==> src/ldmfc_pkg.sv <==
// Purpose: shared constants and types for the led driver mode and fault supervisor
// Assumes: 10 MHz system clock, comparator flags synchronous to clk
// Notes:   all counts in clock cycles unless named otherwise
`default_nettype none

package ldmfc_pkg;

    // ========================================================================
    // clock and timing
    // ========================================================================
    localparam int unsigned CLK_HZ          = 10_000_000;
    localparam int unsigned SS_DISCH_NS     = 1000;  // least soft-start discharge time
    localparam int unsigned SS_DISCH_CYC_I  = (SS_DISCH_NS * (CLK_HZ / 1_000_000) + 999) / 1000;
    localparam logic [7:0]  SS_DISCH_CYC    = 8'(SS_DISCH_CYC_I < 1 ? 1 : SS_DISCH_CYC_I);

    // ========================================================================
    // widths and reset values
    // ========================================================================
    localparam int unsigned N_STRINGS       = 4;
    localparam int unsigned DAC_W           = 8;
    localparam int unsigned ADC_W           = 7;
    localparam logic [7:0]  REF_RST         = 8'hff;  // full scale is the 1.25 V reference
    localparam logic [7:0]  ISET_RST        = 8'h00;  // lowest string current after reset
    localparam logic [6:0]  ADC_RST         = 7'h00;
    localparam logic [6:0]  SHORT_LIM_RST   = 7'h60;  // drain above this suggests shorted leds
    localparam logic [6:0]  OPEN_LIM_RST    = 7'h02;  // drain below this suggests open string

    // ========================================================================
    // operating states, gray coded along the listed order from normal to overvoltage
    // ========================================================================
    typedef enum logic [2:0] {
        LDMFC_NORMAL         = 3'h0,
        LDMFC_LOW_SUPPLY     = 3'h1,
        LDMFC_OVERHEAT       = 3'h3,
        LDMFC_PIN_OFF        = 3'h2,
        LDMFC_SERIAL_SLEEP   = 3'h6,
        LDMFC_OVERVOLTAGE    = 3'h7
    } ldmfc_state_e;

endpackage

`default_nettype wire

==> src/ldmfc_string_mon.sv <==
// Purpose: per-string drain sample store and short/open flags
// Assumes: adc samples arrive with a one-cycle strobe and a string index
// Notes:   read data and flags come straight from registers
`default_nettype none

module ldmfc_string_mon #(
    parameter int unsigned N_STR = 4,
    parameter int unsigned AW    = 7
) (
    // clock and reset
    input  wire logic                      clk,
    input  wire logic                      rst,
    input  wire logic                      ce,
    // sample write side
    input  wire logic                      smp_valid,
    input  wire logic [1:0]                smp_idx,
    input  wire logic [AW-1:0]             smp_data,
    // limits
    input  wire logic [AW-1:0]             short_lim,
    input  wire logic [AW-1:0]             open_lim,
    // read side
    input  wire logic [1:0]                rd_idx,
    output var  logic [AW-1:0]             rd_data_q,
    output var  logic [N_STR-1:0]          short_q,
    output var  logic [N_STR-1:0]          open_q
);

    // ========================================================================
    // sample store
    // ========================================================================
    logic [AW-1:0] mem_q [N_STR];

    // one entry per string, flags follow the last stored sample
    genvar g;
    generate
        for (g = 0; g < N_STR; g++) begin : g_str
            wire hit = smp_valid && (smp_idx == 2'(g));
            always_ff @(posedge clk or posedge rst) begin
                if (rst) begin
                    mem_q[g]   <= ldmfc_pkg::ADC_RST;
                    short_q[g] <= 1'b0;
                    open_q[g]  <= 1'b0;
                end else if (ce && hit) begin
                    mem_q[g]   <= smp_data;
                    short_q[g] <= smp_data > short_lim;
                    open_q[g]  <= smp_data < open_lim;
                end
            end
        end
    endgenerate

    // registered read port
    always_ff @(posedge clk or posedge rst) begin
        if (rst) begin
            rd_data_q <= ldmfc_pkg::ADC_RST;
        end else if (ce) begin
            rd_data_q <= mem_q[rd_idx];
        end
    end

endmodule

`default_nettype wire

==> src/ldmfc_top.sv <==
// Purpose: mode and fault supervisor for a four-string led driver
// Assumes: comparator flags, enable pin and serial commands synchronous to clk
// Notes:   serial decoding lives outside; commands reach this block as strobes
//
// Summary of operation
// - six states: normal, low supply, overheat, pin off, serial sleep, overvoltage
// - normal is default; all string sinks regulate
// - low supply flag disables sinks and regulator until it clears
// - overheat flag disables sinks and regulator until the die cools
// - enable low gives pin off; high leaves it, a clocked enable re-enters it on each low phase
// - serial sleep entered and left by serial command only; sinks, regulator off
// - entering any regulator-off state discharges soft-start
// - overvoltage latches gate drive off; cleared by enable toggle, power, or sleep
// - primary current limit ends the on-time for the rest of the cycle
// - gross current limit ends the cycle, discharges soft-start, restarts
// - feedback reference defaults to full scale, host may lower it
// - host sets string currents and output voltage, reads drain samples
// - drain samples expose shorted and open strings to the host
`default_nettype none

module ldmfc_top #(
    parameter int unsigned N_STR = ldmfc_pkg::N_STRINGS,
    parameter int unsigned DW    = ldmfc_pkg::DAC_W,
    parameter int unsigned AW    = ldmfc_pkg::ADC_W
) (
    // clock, reset, enable
    input  wire logic                 clk,
    input  wire logic                 rst,
    input  wire logic                 ce,
    // pins and comparator flags
    input  wire logic                 sync_en,
    input  wire logic                 supply_low,
    input  wire logic                 over_temp,
    input  wire logic                 ovp_cmp,
    input  wire logic                 ilim_pri,
    input  wire logic                 ilim_gross,
    input  wire logic                 pwm_on,
    input  wire logic                 cycle_start,
    // serial commands
    input  wire logic                 sleep_set,
    input  wire logic                 sleep_clr,
    input  wire logic                 iset_wr,
    input  wire logic [1:0]           iset_idx,
    input  wire logic [DW-1:0]        iset_data,
    input  wire logic                 ref_wr,
    input  wire logic [DW-1:0]        ref_data,
    input  wire logic [1:0]           drain_rd_idx,
    input  wire logic [AW-1:0]        short_lim,
    input  wire logic [AW-1:0]        open_lim,
    // adc samples
    input  wire logic                 adc_valid,
    input  wire logic [1:0]           adc_idx,
    input  wire logic [AW-1:0]        adc_data,
    // outputs
    output var  logic                 switch_gate_drive_q,
    output var  logic [N_STR-1:0]     sink_en_q,
    output var  logic                 ss_discharge_q,
    output var  logic                 vcc_reg_en_q,
    output var  logic [2:0]           state_q,
    output var  logic                 ovp_latched_q,
    output var  logic [DW-1:0]        fb_ref_q,
    output var  logic [N_STR*DW-1:0]  iset_q,
    output var  logic [AW-1:0]        drain_rd_q,
    output var  logic [N_STR-1:0]     short_q,
    output var  logic [N_STR-1:0]     open_q
);

    // ========================================================================
    // internal registers
    // ========================================================================
    logic                    sleep_q;       // serial sleep held
    logic                    sleep_d;
    logic                    ovp_d;
    logic                    cut_q;         // on-time cut for this cycle
    logic                    cut_d;
    logic [7:0]              disch_cnt_q;   // soft-start discharge timer
    logic [7:0]              disch_cnt_d;
    logic                    run_d;         // regulator and sinks allowed
    logic                    vcc_d;         // gate-drive supply allowed
    logic                    gate_d;
    ldmfc_pkg::ldmfc_state_e state_d;

    // ========================================================================
    // request decode
    // ========================================================================
    // fault and mode requests as named wires
    wire logic pin_off_req = !sync_en;
    wire logic low_req     = supply_low;
    wire logic heat_req    = over_temp;
    wire logic disch_busy  = (disch_cnt_q != 8'h00);

    // sleep follows serial strobes only; set wins a tie
    assign sleep_d = sleep_set || (sleep_q && !sleep_clr);

    // overvoltage latch: set by the comparator while enabled and awake,
    // cleared by enable low or by serial sleep
    wire logic ovp_set = ovp_cmp && sync_en && !sleep_d;
    wire logic ovp_clr = !sync_en || sleep_d;
    assign ovp_d = ovp_set || (ovp_latched_q && !ovp_clr);

    // ========================================================================
    // operating state
    // ========================================================================
    // priority: pin off, low supply, overheat, sleep, overvoltage, normal
    assign state_d = pin_off_req ? ldmfc_pkg::LDMFC_PIN_OFF      :
                     low_req     ? ldmfc_pkg::LDMFC_LOW_SUPPLY   :
                     heat_req    ? ldmfc_pkg::LDMFC_OVERHEAT     :
                     sleep_d     ? ldmfc_pkg::LDMFC_SERIAL_SLEEP :
                     ovp_d       ? ldmfc_pkg::LDMFC_OVERVOLTAGE  :
                                   ldmfc_pkg::LDMFC_NORMAL;

    // what each state allows
    always_comb begin
        run_d = 1'b0;
        vcc_d = 1'b1;
        case (state_d)
            ldmfc_pkg::LDMFC_NORMAL: begin
                run_d = 1'b1;
            end
            ldmfc_pkg::LDMFC_LOW_SUPPLY: begin
                vcc_d = 1'b1;
            end
            ldmfc_pkg::LDMFC_OVERHEAT: begin
                vcc_d = 1'b0;
            end
            ldmfc_pkg::LDMFC_PIN_OFF: begin
                vcc_d = 1'b0;
            end
            ldmfc_pkg::LDMFC_SERIAL_SLEEP: begin
                vcc_d = 1'b1;
            end
            ldmfc_pkg::LDMFC_OVERVOLTAGE: begin
                vcc_d = 1'b1;
            end
            default: begin
                run_d = 1'b0;
                vcc_d = 1'b0;
            end
        endcase
    end

    // ========================================================================
    // regulator control
    // ========================================================================
    // either limit cuts the on-time until the next cycle start; set wins
    assign cut_d = ilim_pri || ilim_gross || (cut_q && !cycle_start);

    // discharge timer reloads while off or on a gross limit, then counts out,
    // so the regulator always comes back through a fresh soft-start
    assign disch_cnt_d = (!run_d || ilim_gross) ? ldmfc_pkg::SS_DISCH_CYC :
                         disch_busy             ? disch_cnt_q - 8'h01     :
                                                  8'h00;

    // gate drive only when running, not cut and soft-start released
    assign gate_d = run_d && pwm_on && !cut_d && (disch_cnt_d == 8'h00);

    // ========================================================================
    // output decode
    // ========================================================================
    // sinks follow the run permission as one group
    wire logic [N_STR-1:0] sink_d  = {N_STR{run_d}};
    // discharge stands while the timer is loaded
    wire logic             disch_d = (disch_cnt_d != 8'h00);

    // ========================================================================
    // registers
    // ========================================================================
    // operating state
    always_ff @(posedge clk or posedge rst) begin
        if (rst) begin
            state_q <= ldmfc_pkg::LDMFC_NORMAL;
        end else if (ce) begin
            state_q <= state_d;
        end
    end

    // serial sleep flag
    always_ff @(posedge clk or posedge rst) begin
        if (rst) begin
            sleep_q <= 1'b0;
        end else if (ce) begin
            sleep_q <= sleep_d;
        end
    end

    // overvoltage latch, cleared by power cycling through reset
    always_ff @(posedge clk or posedge rst) begin
        if (rst) begin
            ovp_latched_q <= 1'b0;
        end else if (ce) begin
            ovp_latched_q <= ovp_d;
        end
    end

    // on-time cut
    always_ff @(posedge clk or posedge rst) begin
        if (rst) begin
            cut_q <= 1'b0;
        end else if (ce) begin
            cut_q <= cut_d;
        end
    end

    // soft-start discharge timer
    always_ff @(posedge clk or posedge rst) begin
        if (rst) begin
            disch_cnt_q <= 8'h00;
        end else if (ce) begin
            disch_cnt_q <= disch_cnt_d;
        end
    end

    // soft-start discharge output
    always_ff @(posedge clk or posedge rst) begin
        if (rst) begin
            ss_discharge_q <= 1'b0;
        end else if (ce) begin
            ss_discharge_q <= disch_d;
        end
    end

    // switching gate drive
    always_ff @(posedge clk or posedge rst) begin
        if (rst) begin
            switch_gate_drive_q <= 1'b0;
        end else if (ce) begin
            switch_gate_drive_q <= gate_d;
        end
    end

    // string sink enables
    always_ff @(posedge clk or posedge rst) begin
        if (rst) begin
            sink_en_q <= '0;
        end else if (ce) begin
            sink_en_q <= sink_d;
        end
    end

    // gate-drive supply regulator enable
    always_ff @(posedge clk or posedge rst) begin
        if (rst) begin
            vcc_reg_en_q <= 1'b0;
        end else if (ce) begin
            vcc_reg_en_q <= vcc_d;
        end
    end

    // feedback reference, full scale after reset
    always_ff @(posedge clk or posedge rst) begin
        if (rst) begin
            fb_ref_q <= DW'(ldmfc_pkg::REF_RST);
        end else if (ce && ref_wr) begin
            fb_ref_q <= ref_data;
        end
    end

    // ========================================================================
    // string current settings
    // ========================================================================
    // one setting per string, written by index
    genvar g;
    generate
        for (g = 0; g < N_STR; g++) begin : g_iset
            wire logic hit = iset_wr && (iset_idx == 2'(g));
            always_ff @(posedge clk or posedge rst) begin
                if (rst) begin
                    iset_q[g*DW +: DW] <= DW'(ldmfc_pkg::ISET_RST);
                end else if (ce && hit) begin
                    iset_q[g*DW +: DW] <= iset_data;
                end
            end
        end
    endgenerate

    // ========================================================================
    // drain samples
    // ========================================================================
    // sample store, readback and short/open flags
    ldmfc_string_mon #(
        .N_STR (N_STR),
        .AW    (AW)
    ) ldmfc_string_mon_i (
        .clk       (clk),
        .rst       (rst),
        .ce        (ce),
        .smp_valid (adc_valid),
        .smp_idx   (adc_idx),
        .smp_data  (adc_data),
        .short_lim (short_lim),
        .open_lim  (open_lim),
        .rd_idx    (drain_rd_idx),
        .rd_data_q (drain_rd_q),
        .short_q   (short_q),
        .open_q    (open_q)
    );

endmodule

`default_nettype wire

==> config.mk <==
export PLATFORM = sky130hd
export DESIGN_NAME = ldmfc_top
export DESIGN_NICKNAME = d
export VERILOG_FILES = /design/src/ldmfc_pkg.sv /design/src/ldmfc_string_mon.sv /design/src/ldmfc_top.sv
export SDC_FILE = /design/constraint.sdc
export NUM_CORES = 1
export LEC_CHECK = 0
export ABC_AREA = 0
export BUFFER_PORTS_ARGS = -buffer_cell sky130_fd_sc_hd__buf_2
export CELL_PAD_IN_SITES_DETAIL_PLACEMENT = 1
export CELL_PAD_IN_SITES_GLOBAL_PLACEMENT = 1
export CORE_MARGIN = 3
export CORE_UTILIZATION = 41
export DETAILED_ROUTE_END_ITERATION = 8
export PLACE_DENSITY_LB_ADDON = 0.1
export SYNTH_ARGS = -nofsm -noshare
export SYNTH_HDL_FRONTEND = slang
export SYNTH_HIERARCHICAL = 1
export SYNTH_SLANG_ARGS = --single-unit
==> constraint.sdc <==
create_clock -name clk -period 2.35 [get_ports clk]
set_input_delay 0.1175 -clock clk [delete_from_list [all_inputs] [get_ports clk]]
set_output_delay 0.1175 -clock clk [all_outputs]
set_load 0.05 [all_outputs]
==> Word level (Yosys, flattened, before mapping) <==
Index checks and enable logic that the tools add are counted.
{ "classes": {"reduce_logical": 45, "eq_ne": 9, "muxes": 12, "n_addsub": 1, "bitwise_logic": 1, "magnitude_cmp": 3} }
{ "op_table": {"columns": ["operator", "count"], "rows": [
  ["1-bit logical AND", 25],
  ["8-bit 2-to-1 mux", 2],
  ["8-bit nonzero test", 2],
  ["3-bit 2-to-1 mux", 5],
  ["7-bit binary-select mux with 2-bit select", 1],
  ["7-bit 2-to-1 mux", 2],
  ["2-bit equality test (second input constant)", 4],
  ["8-bit logical NOT", 1],
  ["8-bit by 1-bit subtractor with 8-bit output (second input constant)", 1],
  ["7-bit > comparator", 1],
  ["1-bit logical NOT", 7],
  ["7-bit less-than comparator", 1],
  ["3-bit equality test (second input constant)", 2],
  ["1-bit logical OR", 6],
  ["2-bit by 1-bit equality test with 1-bit output (second input constant)", 2],
  ["2-bit logical NOT", 2],
  ["4-bit OR reduction", 1],
  ["3-bit by 1-bit equality test with 1-bit output (second input constant)", 1],
  ["3-bit greater-or-equal comparator (second input constant)", 1],
  ["3-bit logical NOT", 1],
  ["2-bit inverter with 3-bit output", 1],
  ["1-bit 2-to-1 mux", 2]
]} }
{ "totals": {"register_bits": 101, "out_inout_bits": 66} }

==> Logic depth before layout (Yosys ltp) <==
{ "depth": {"word_depth": 19, "ltp_mapped": 7, "ltp_nobuf": 7} }

==> Hierarchy <==
The synthesis kept the hierarchy.
{ "by_module_without_submodules": {"columns": ["mod", "area_each_um2", "seq_area_each_um2", "n_inst", "cells_each"], "rows": [
  ["ldmfc_top", 2571.2, 1461.4, 1, 200],
  ["ldmfc_string_mon", 2098.3, 1076.0, 1, 176]
]} }

==> Least setup slack after synthesis <==
OpenSTA, ideal clock, no wires.
{ "synth_path": {"path_type": "register -> register", "start": "register ovp_latched_q", "end": "register disch_cnt_q[4]", "required_ns": 2.249, "synth_period_minus_slack_ns": 1.916, "path_stages_with_launch": 6, "path_buffers": 0, "t_arrival_ns": 1.815, "slack_ns": 0.434, "cell_sequence": "dfrtp_1 > or2_2 > nor4_4 > and3_4 > nand2_4 > o311ai_2"} }
{ "synth_between": {"elab_chain_cells": 12} }
{ "synth_rtl": {"columns": ["element", "line", "source"], "rows": [
  ["start: declaration", "ldmfc_top.sv:60", "output var logic ovp_latched_q,"],
  ["start signal: assignment", "ldmfc_top.sv:191", "ovp_latched_q <= ovp_d;"],
  ["1-bit logical AND", "ldmfc_top.sv:99", "assign ovp_d = ovp_set || (ovp_latched_q && !ovp_clr);"],
  ["1-bit logical OR", "ldmfc_top.sv:99", null],
  ["3-bit 2-to-1 mux", "ldmfc_top.sv:109", "ovp_d ? ldmfc_pkg::LDMFC_OVERVOLTAGE :"],
  ["3-bit 2-to-1 mux", "ldmfc_top.sv:108", "sleep_d ? ldmfc_pkg::LDMFC_SERIAL_SLEEP :"],
  ["3-bit 2-to-1 mux", "ldmfc_top.sv:107", "heat_req ? ldmfc_pkg::LDMFC_OVERHEAT :"],
  ["3-bit 2-to-1 mux", "ldmfc_top.sv:106", "low_req ? ldmfc_pkg::LDMFC_LOW_SUPPLY :"],
  ["3-bit 2-to-1 mux", "ldmfc_top.sv:105", "assign state_d = pin_off_req ? ldmfc_pkg::LDMFC_PIN_OFF :"],
  ["3-bit logical NOT", "ldmfc_top.sv:116", "case (state_d)"],
  ["1-bit 2-to-1 mux", "ldmfc_top.sv:116", null],
  ["1-bit logical NOT", "ldmfc_top.sv:150", "assign disch_cnt_d = (!run_d || ilim_gross) ? ldmfc_pkg::SS_DISCH_CYC :"],
  ["1-bit logical OR", "ldmfc_top.sv:150", null],
  ["8-bit 2-to-1 mux", "ldmfc_top.sv:150", null],
  ["end signal: assignment", "ldmfc_top.sv:209", "disch_cnt_q <= disch_cnt_d;"],
  ["end: declaration", "ldmfc_top.sv:76", "logic [7:0] disch_cnt_q;"]
]} }
No other way between the ends.
A chain may end at the register's enable or synchronous reset.

==> Worst setup path after layout <==
{ "layout_path": {"start": "register disch_cnt_q[0]", "end": "register switch_gate_drive_q"} }
{ "layout_between": {"elab_chain_cells": 5} }
{ "layout_rtl": {"columns": ["element", "line", "source"], "rows": [
  ["8-bit by 1-bit subtractor with 8-bit output / 8-bit nonzero test (equally long branches)", "ldmfc_top.sv:151, ldmfc_top.sv:90", null],
  ["8-bit 2-to-1 mux *", "ldmfc_top.sv:151", "disch_busy ? disch_cnt_q - 8'h01 :"],
  ["8-bit 2-to-1 mux *", "ldmfc_top.sv:150", null],
  ["8-bit logical NOT *", "ldmfc_top.sv:155", "assign gate_d = run_d && pwm_on && !cut_d && (disch_cnt_d == 8'h00);"],
  ["1-bit logical AND *", "ldmfc_top.sv:155", null],
  ["end signal: assignment", "ldmfc_top.sv:227", "switch_gate_drive_q <= gate_d;"],
  ["end: declaration", "ldmfc_top.sv:55", "output var logic switch_gate_drive_q,"]
]} }
Every way passes the cells marked *; elsewhere a longest branch is shown, timed or not.

==> qor.csv <==
metric,value,unit
cts_tree,done,
power.switching,1.90,mW
yosys.area.top_type,dfrtp_1,
clk_pin_slew_worst_paths,0.06,ns
clock_sinks,101,
grt.met1_usage,23.3,%
drtIter0Drc,100,
pin_count,125,
synth-seq-cells,101,
place.gp.congestion,0.830,
antenna_cells,0,
drt-total-wl,11.2,mm
slew_headroom,50.2,%
avgSynthCellArea,12.4,um2
ys.flop_type,dfrtp_1,
root_buffer,clkbuf_16,
die_area,12700,um2
drc,0,
syn_nets,450,
switching_share,35.8,%
gr-usage-met3,4.65,%
layout_commonest_cell,buf_2,
cts_setup_buffers,0,
worst_pin_slew,0.742,ns
initial_core_util,42.5,%
end_kind,flop,
p_leak,2.79,nW
final_cell_mix,"buf_2, dfrtp_1, mux2_2",
finalSetupViolCount,0,
grt_max_degree,33,
fin_worst_skew,0.00409,ns
dr.pass1.iters,4,
netlist_instances,376,
nets,583,
fmax,479,MHz
r2r_setup_slack,0.26,ns
path_class,reg -> reg,
cts_buffer_depth,2,
max_stage_delay,0.45,ns
final_hold_viol_count,0,
grt_pass1_vias,3655,
worst_path_max_delay_cell,or3b_1,
p_per_area,920,nW/um2
routedWlPerCell,17.2,um
finalCritPeriodShare,88.9,%
detail-route-antenna-nets,0,
slew_viol_final,0,
status,completed,
cp.required,2.63,ns
intPower,3.41,mW
htree_levels,3,
pwr-share-clk,27.2,%
grtUsageTotal,18.4,%
overflow,0,
port_buffers,124,
antenna_found_initial,0,
p_seq_share,42.1,%
critPathArrivalTime,2.37,ns
combPwrFrac,30.7,%
utilization,52.5,%
final_layout_size_suffix_gt1_share,45.8,%
num_rows,38,
fin_setup_tns,0,ns
use_met2,31.4,%
chipWidth,113,um
synth.top_cells.by_area,"dfrtp_1, mux2_2, dfstp_2",
crit_fanout,6,
area_delta_synth_final,23.4,%
place_hpwl,8.38,mm
rsz0062_at_grt,no,
seqCellArea,2540,um2
async_flop_share,100,%
path_cells,inv_1 -> ha_1 -> or3b_1 -> o32a_1 -> a31oi_1 -> or2_1 -> a41o_1,
synthesis.area,4670,um2
multiInputGateArea,1960,um2
yosysWarnings,6,
synth_edf_count,0,
cp-start-kind,flop,
clk-insertion-delay-late,0.34,ns
num_vias,3394,
ys_types,52,
fin_crit,2.09,ns
hp-class,in -> reg,
synth_top_cell_area_share,49.8,%
coreArea,11000,um2
vdd_drop_max,0.642,mV
fillers,1175,
grt_first_pass_wirelength,18.5,mm
grt.busiest_layer,met2,
die_h,113,um
viasPerCell,5.20,
cts-buffers-inserted,9,
ys_seq_area_share,54.3,%
cap_violations,0,
==> registers in the layout (all words and copies together), names as in the netlist, 3 cells and up <==
register / flops
ldmfc_string_mon_i/open_q: 4
state_q: 3
ldmfc_string_mon_i/mem_q: 28
ldmfc_string_mon_i/rd_data_q: 7
fb_ref_q: 8
disch_cnt_q: 8
iset_q: 32
ldmfc_string_mon_i/short_q: 4
==> final timing paths <==
path | from | endpoint | cells past startpoint
worst max-delay path | disch_cnt_q[0]$_DFFE_PP0P_ | switch_gate_drive_q$_DFFE_PP0P_ | 7
worst min-delay path | ref_data[5] | fb_ref_q[5]$_DFFE_PP1P_ | 2
worst max register to register | disch_cnt_q[0]$_DFFE_PP0P_ | switch_gate_drive_q$_DFFE_PP0P_ | 7
worst min register to register | cut_q$_DFFE_PP0P_ | cut_q$_DFFE_PP0P_ | 2
max in group asynchronous | rst | iset_q[27]$_DFFE_PP0P_ | 4
min in group asynchronous | rst | ldmfc_string_mon_i/mem_q[5]$_DFFE_PP0P_ | 3
==> stage by stage <==
| step | worst slack (ns) | hold WS, ns | power [mW] | cells | cell area (um2) |
|---|---|---|---|---|---|
| after floorplan | 0.434 | 0.223 | 3.46 | 376 | 4670 |
| after global placement | 0.336 | 0.196 | 3.85 | 634 | 5440 |
| after detailed placement | 0.297 | 0.206 | 3.91 | 634 | 5440 |
| after CTS | 0.263 | 0.00229 | 5.39 | 653 | 5760 |
| after global routing | 0.114 | 0.00308 | 5.57 | 653 | 5760 |
| final | 0.262 | 0.0169 | 5.31 | 653 | 5760 |
==> layout make-up <==
cell class / instances / area share, %
multi-input combinational: 237 / 33.9
tap: 140 / 3.04
sequential: 101 / 44.0
timing repair buffer: 136 / 12.5
inverter: 24 / 1.56
clock buffer: 13 / 4.34
clock inverter: 2 / 0.586
==> cells in the mapped netlist, types with 2 or more instances <==
| library cell | count |
|---|---|
| a31oi_1 | 2 |
| nand4b_1 | 3 |
| nand4_1 | 4 |
| dfrtp_1 | 93 |
| o21ai_0 | 20 |
| nor2b_1 | 2 |
| o21a_1 | 2 |
| buf_2 | 5 |
| nand3_1 | 7 |
| clkbuf_1 | 3 |
| inv_1 | 24 |
| a22o_1 | 2 |
| a211oi_1 | 2 |
| mux4_2 | 7 |
| o211ai_1 | 3 |
| mux2_2 | 67 |
| dfstp_2 | 8 |
| buf_4 | 5 |
| o311ai_2 | 2 |
| nor3_1 | 5 |
| nand2_1 | 45 |
| nor2_1 | 9 |
| ha_1 | 15 |
| or4_1 | 2 |
| a21oi_1 | 8 |
| nand2b_1 | 4 |
| o2bb2ai_1 | 2 |
==> power by group through the flow <==
stage | clock (mW) | combinational (mW) | sequential, mW
after floorplan | 0 | 0.445 | 3.01
after global routing | 1.57 | 1.73 | 2.28
final | 1.44 | 1.63 | 2.24
after global placement | 0 | 1.60 | 2.25
after CTS | 1.50 | 1.65 | 2.24
after detailed placement | 0 | 1.64 | 2.27
==> cell families (layout without fill, tap and decap cells) <==
group	count (synthesis)	after routing	share of synthesized area, %
DFF	101	101	54.3
and+or+nand+nor	94	94	10.5
muxes	74	74	19.5
AOI/OAI and AO/OA	53	53	7.64
buffers and inverters	38	175	3.75
adders and majority gates	15	15	4.02
xor gates and xnor gates	1	1	0.188
==> per-layer routing <==
metal	up-vias	wire [um]
met5	-	0
met2	69	5830
li1	1607	-
met3	14	472
met4	0	168
met1	1704	4750
==> critical path: cells and delay by family (launching register included) <==
family | cells | cell delay, ns
AOI/OAI and AO/OA | 3 | 0.62
and+or+nand+nor | 2 | 0.59
DFF | 1 | 0.42
adders and majority gates | 1 | 0.26
buffers and inverters | 1 | 0.14
==> what timing repair did <==
action                                 in CTS  in global routing
endpoints found under the hold margin      45                  0
gates resized for setup                     0                  0
hold buffers                                4                  0
No activity file was read; power rests on OpenSTA's default activity.
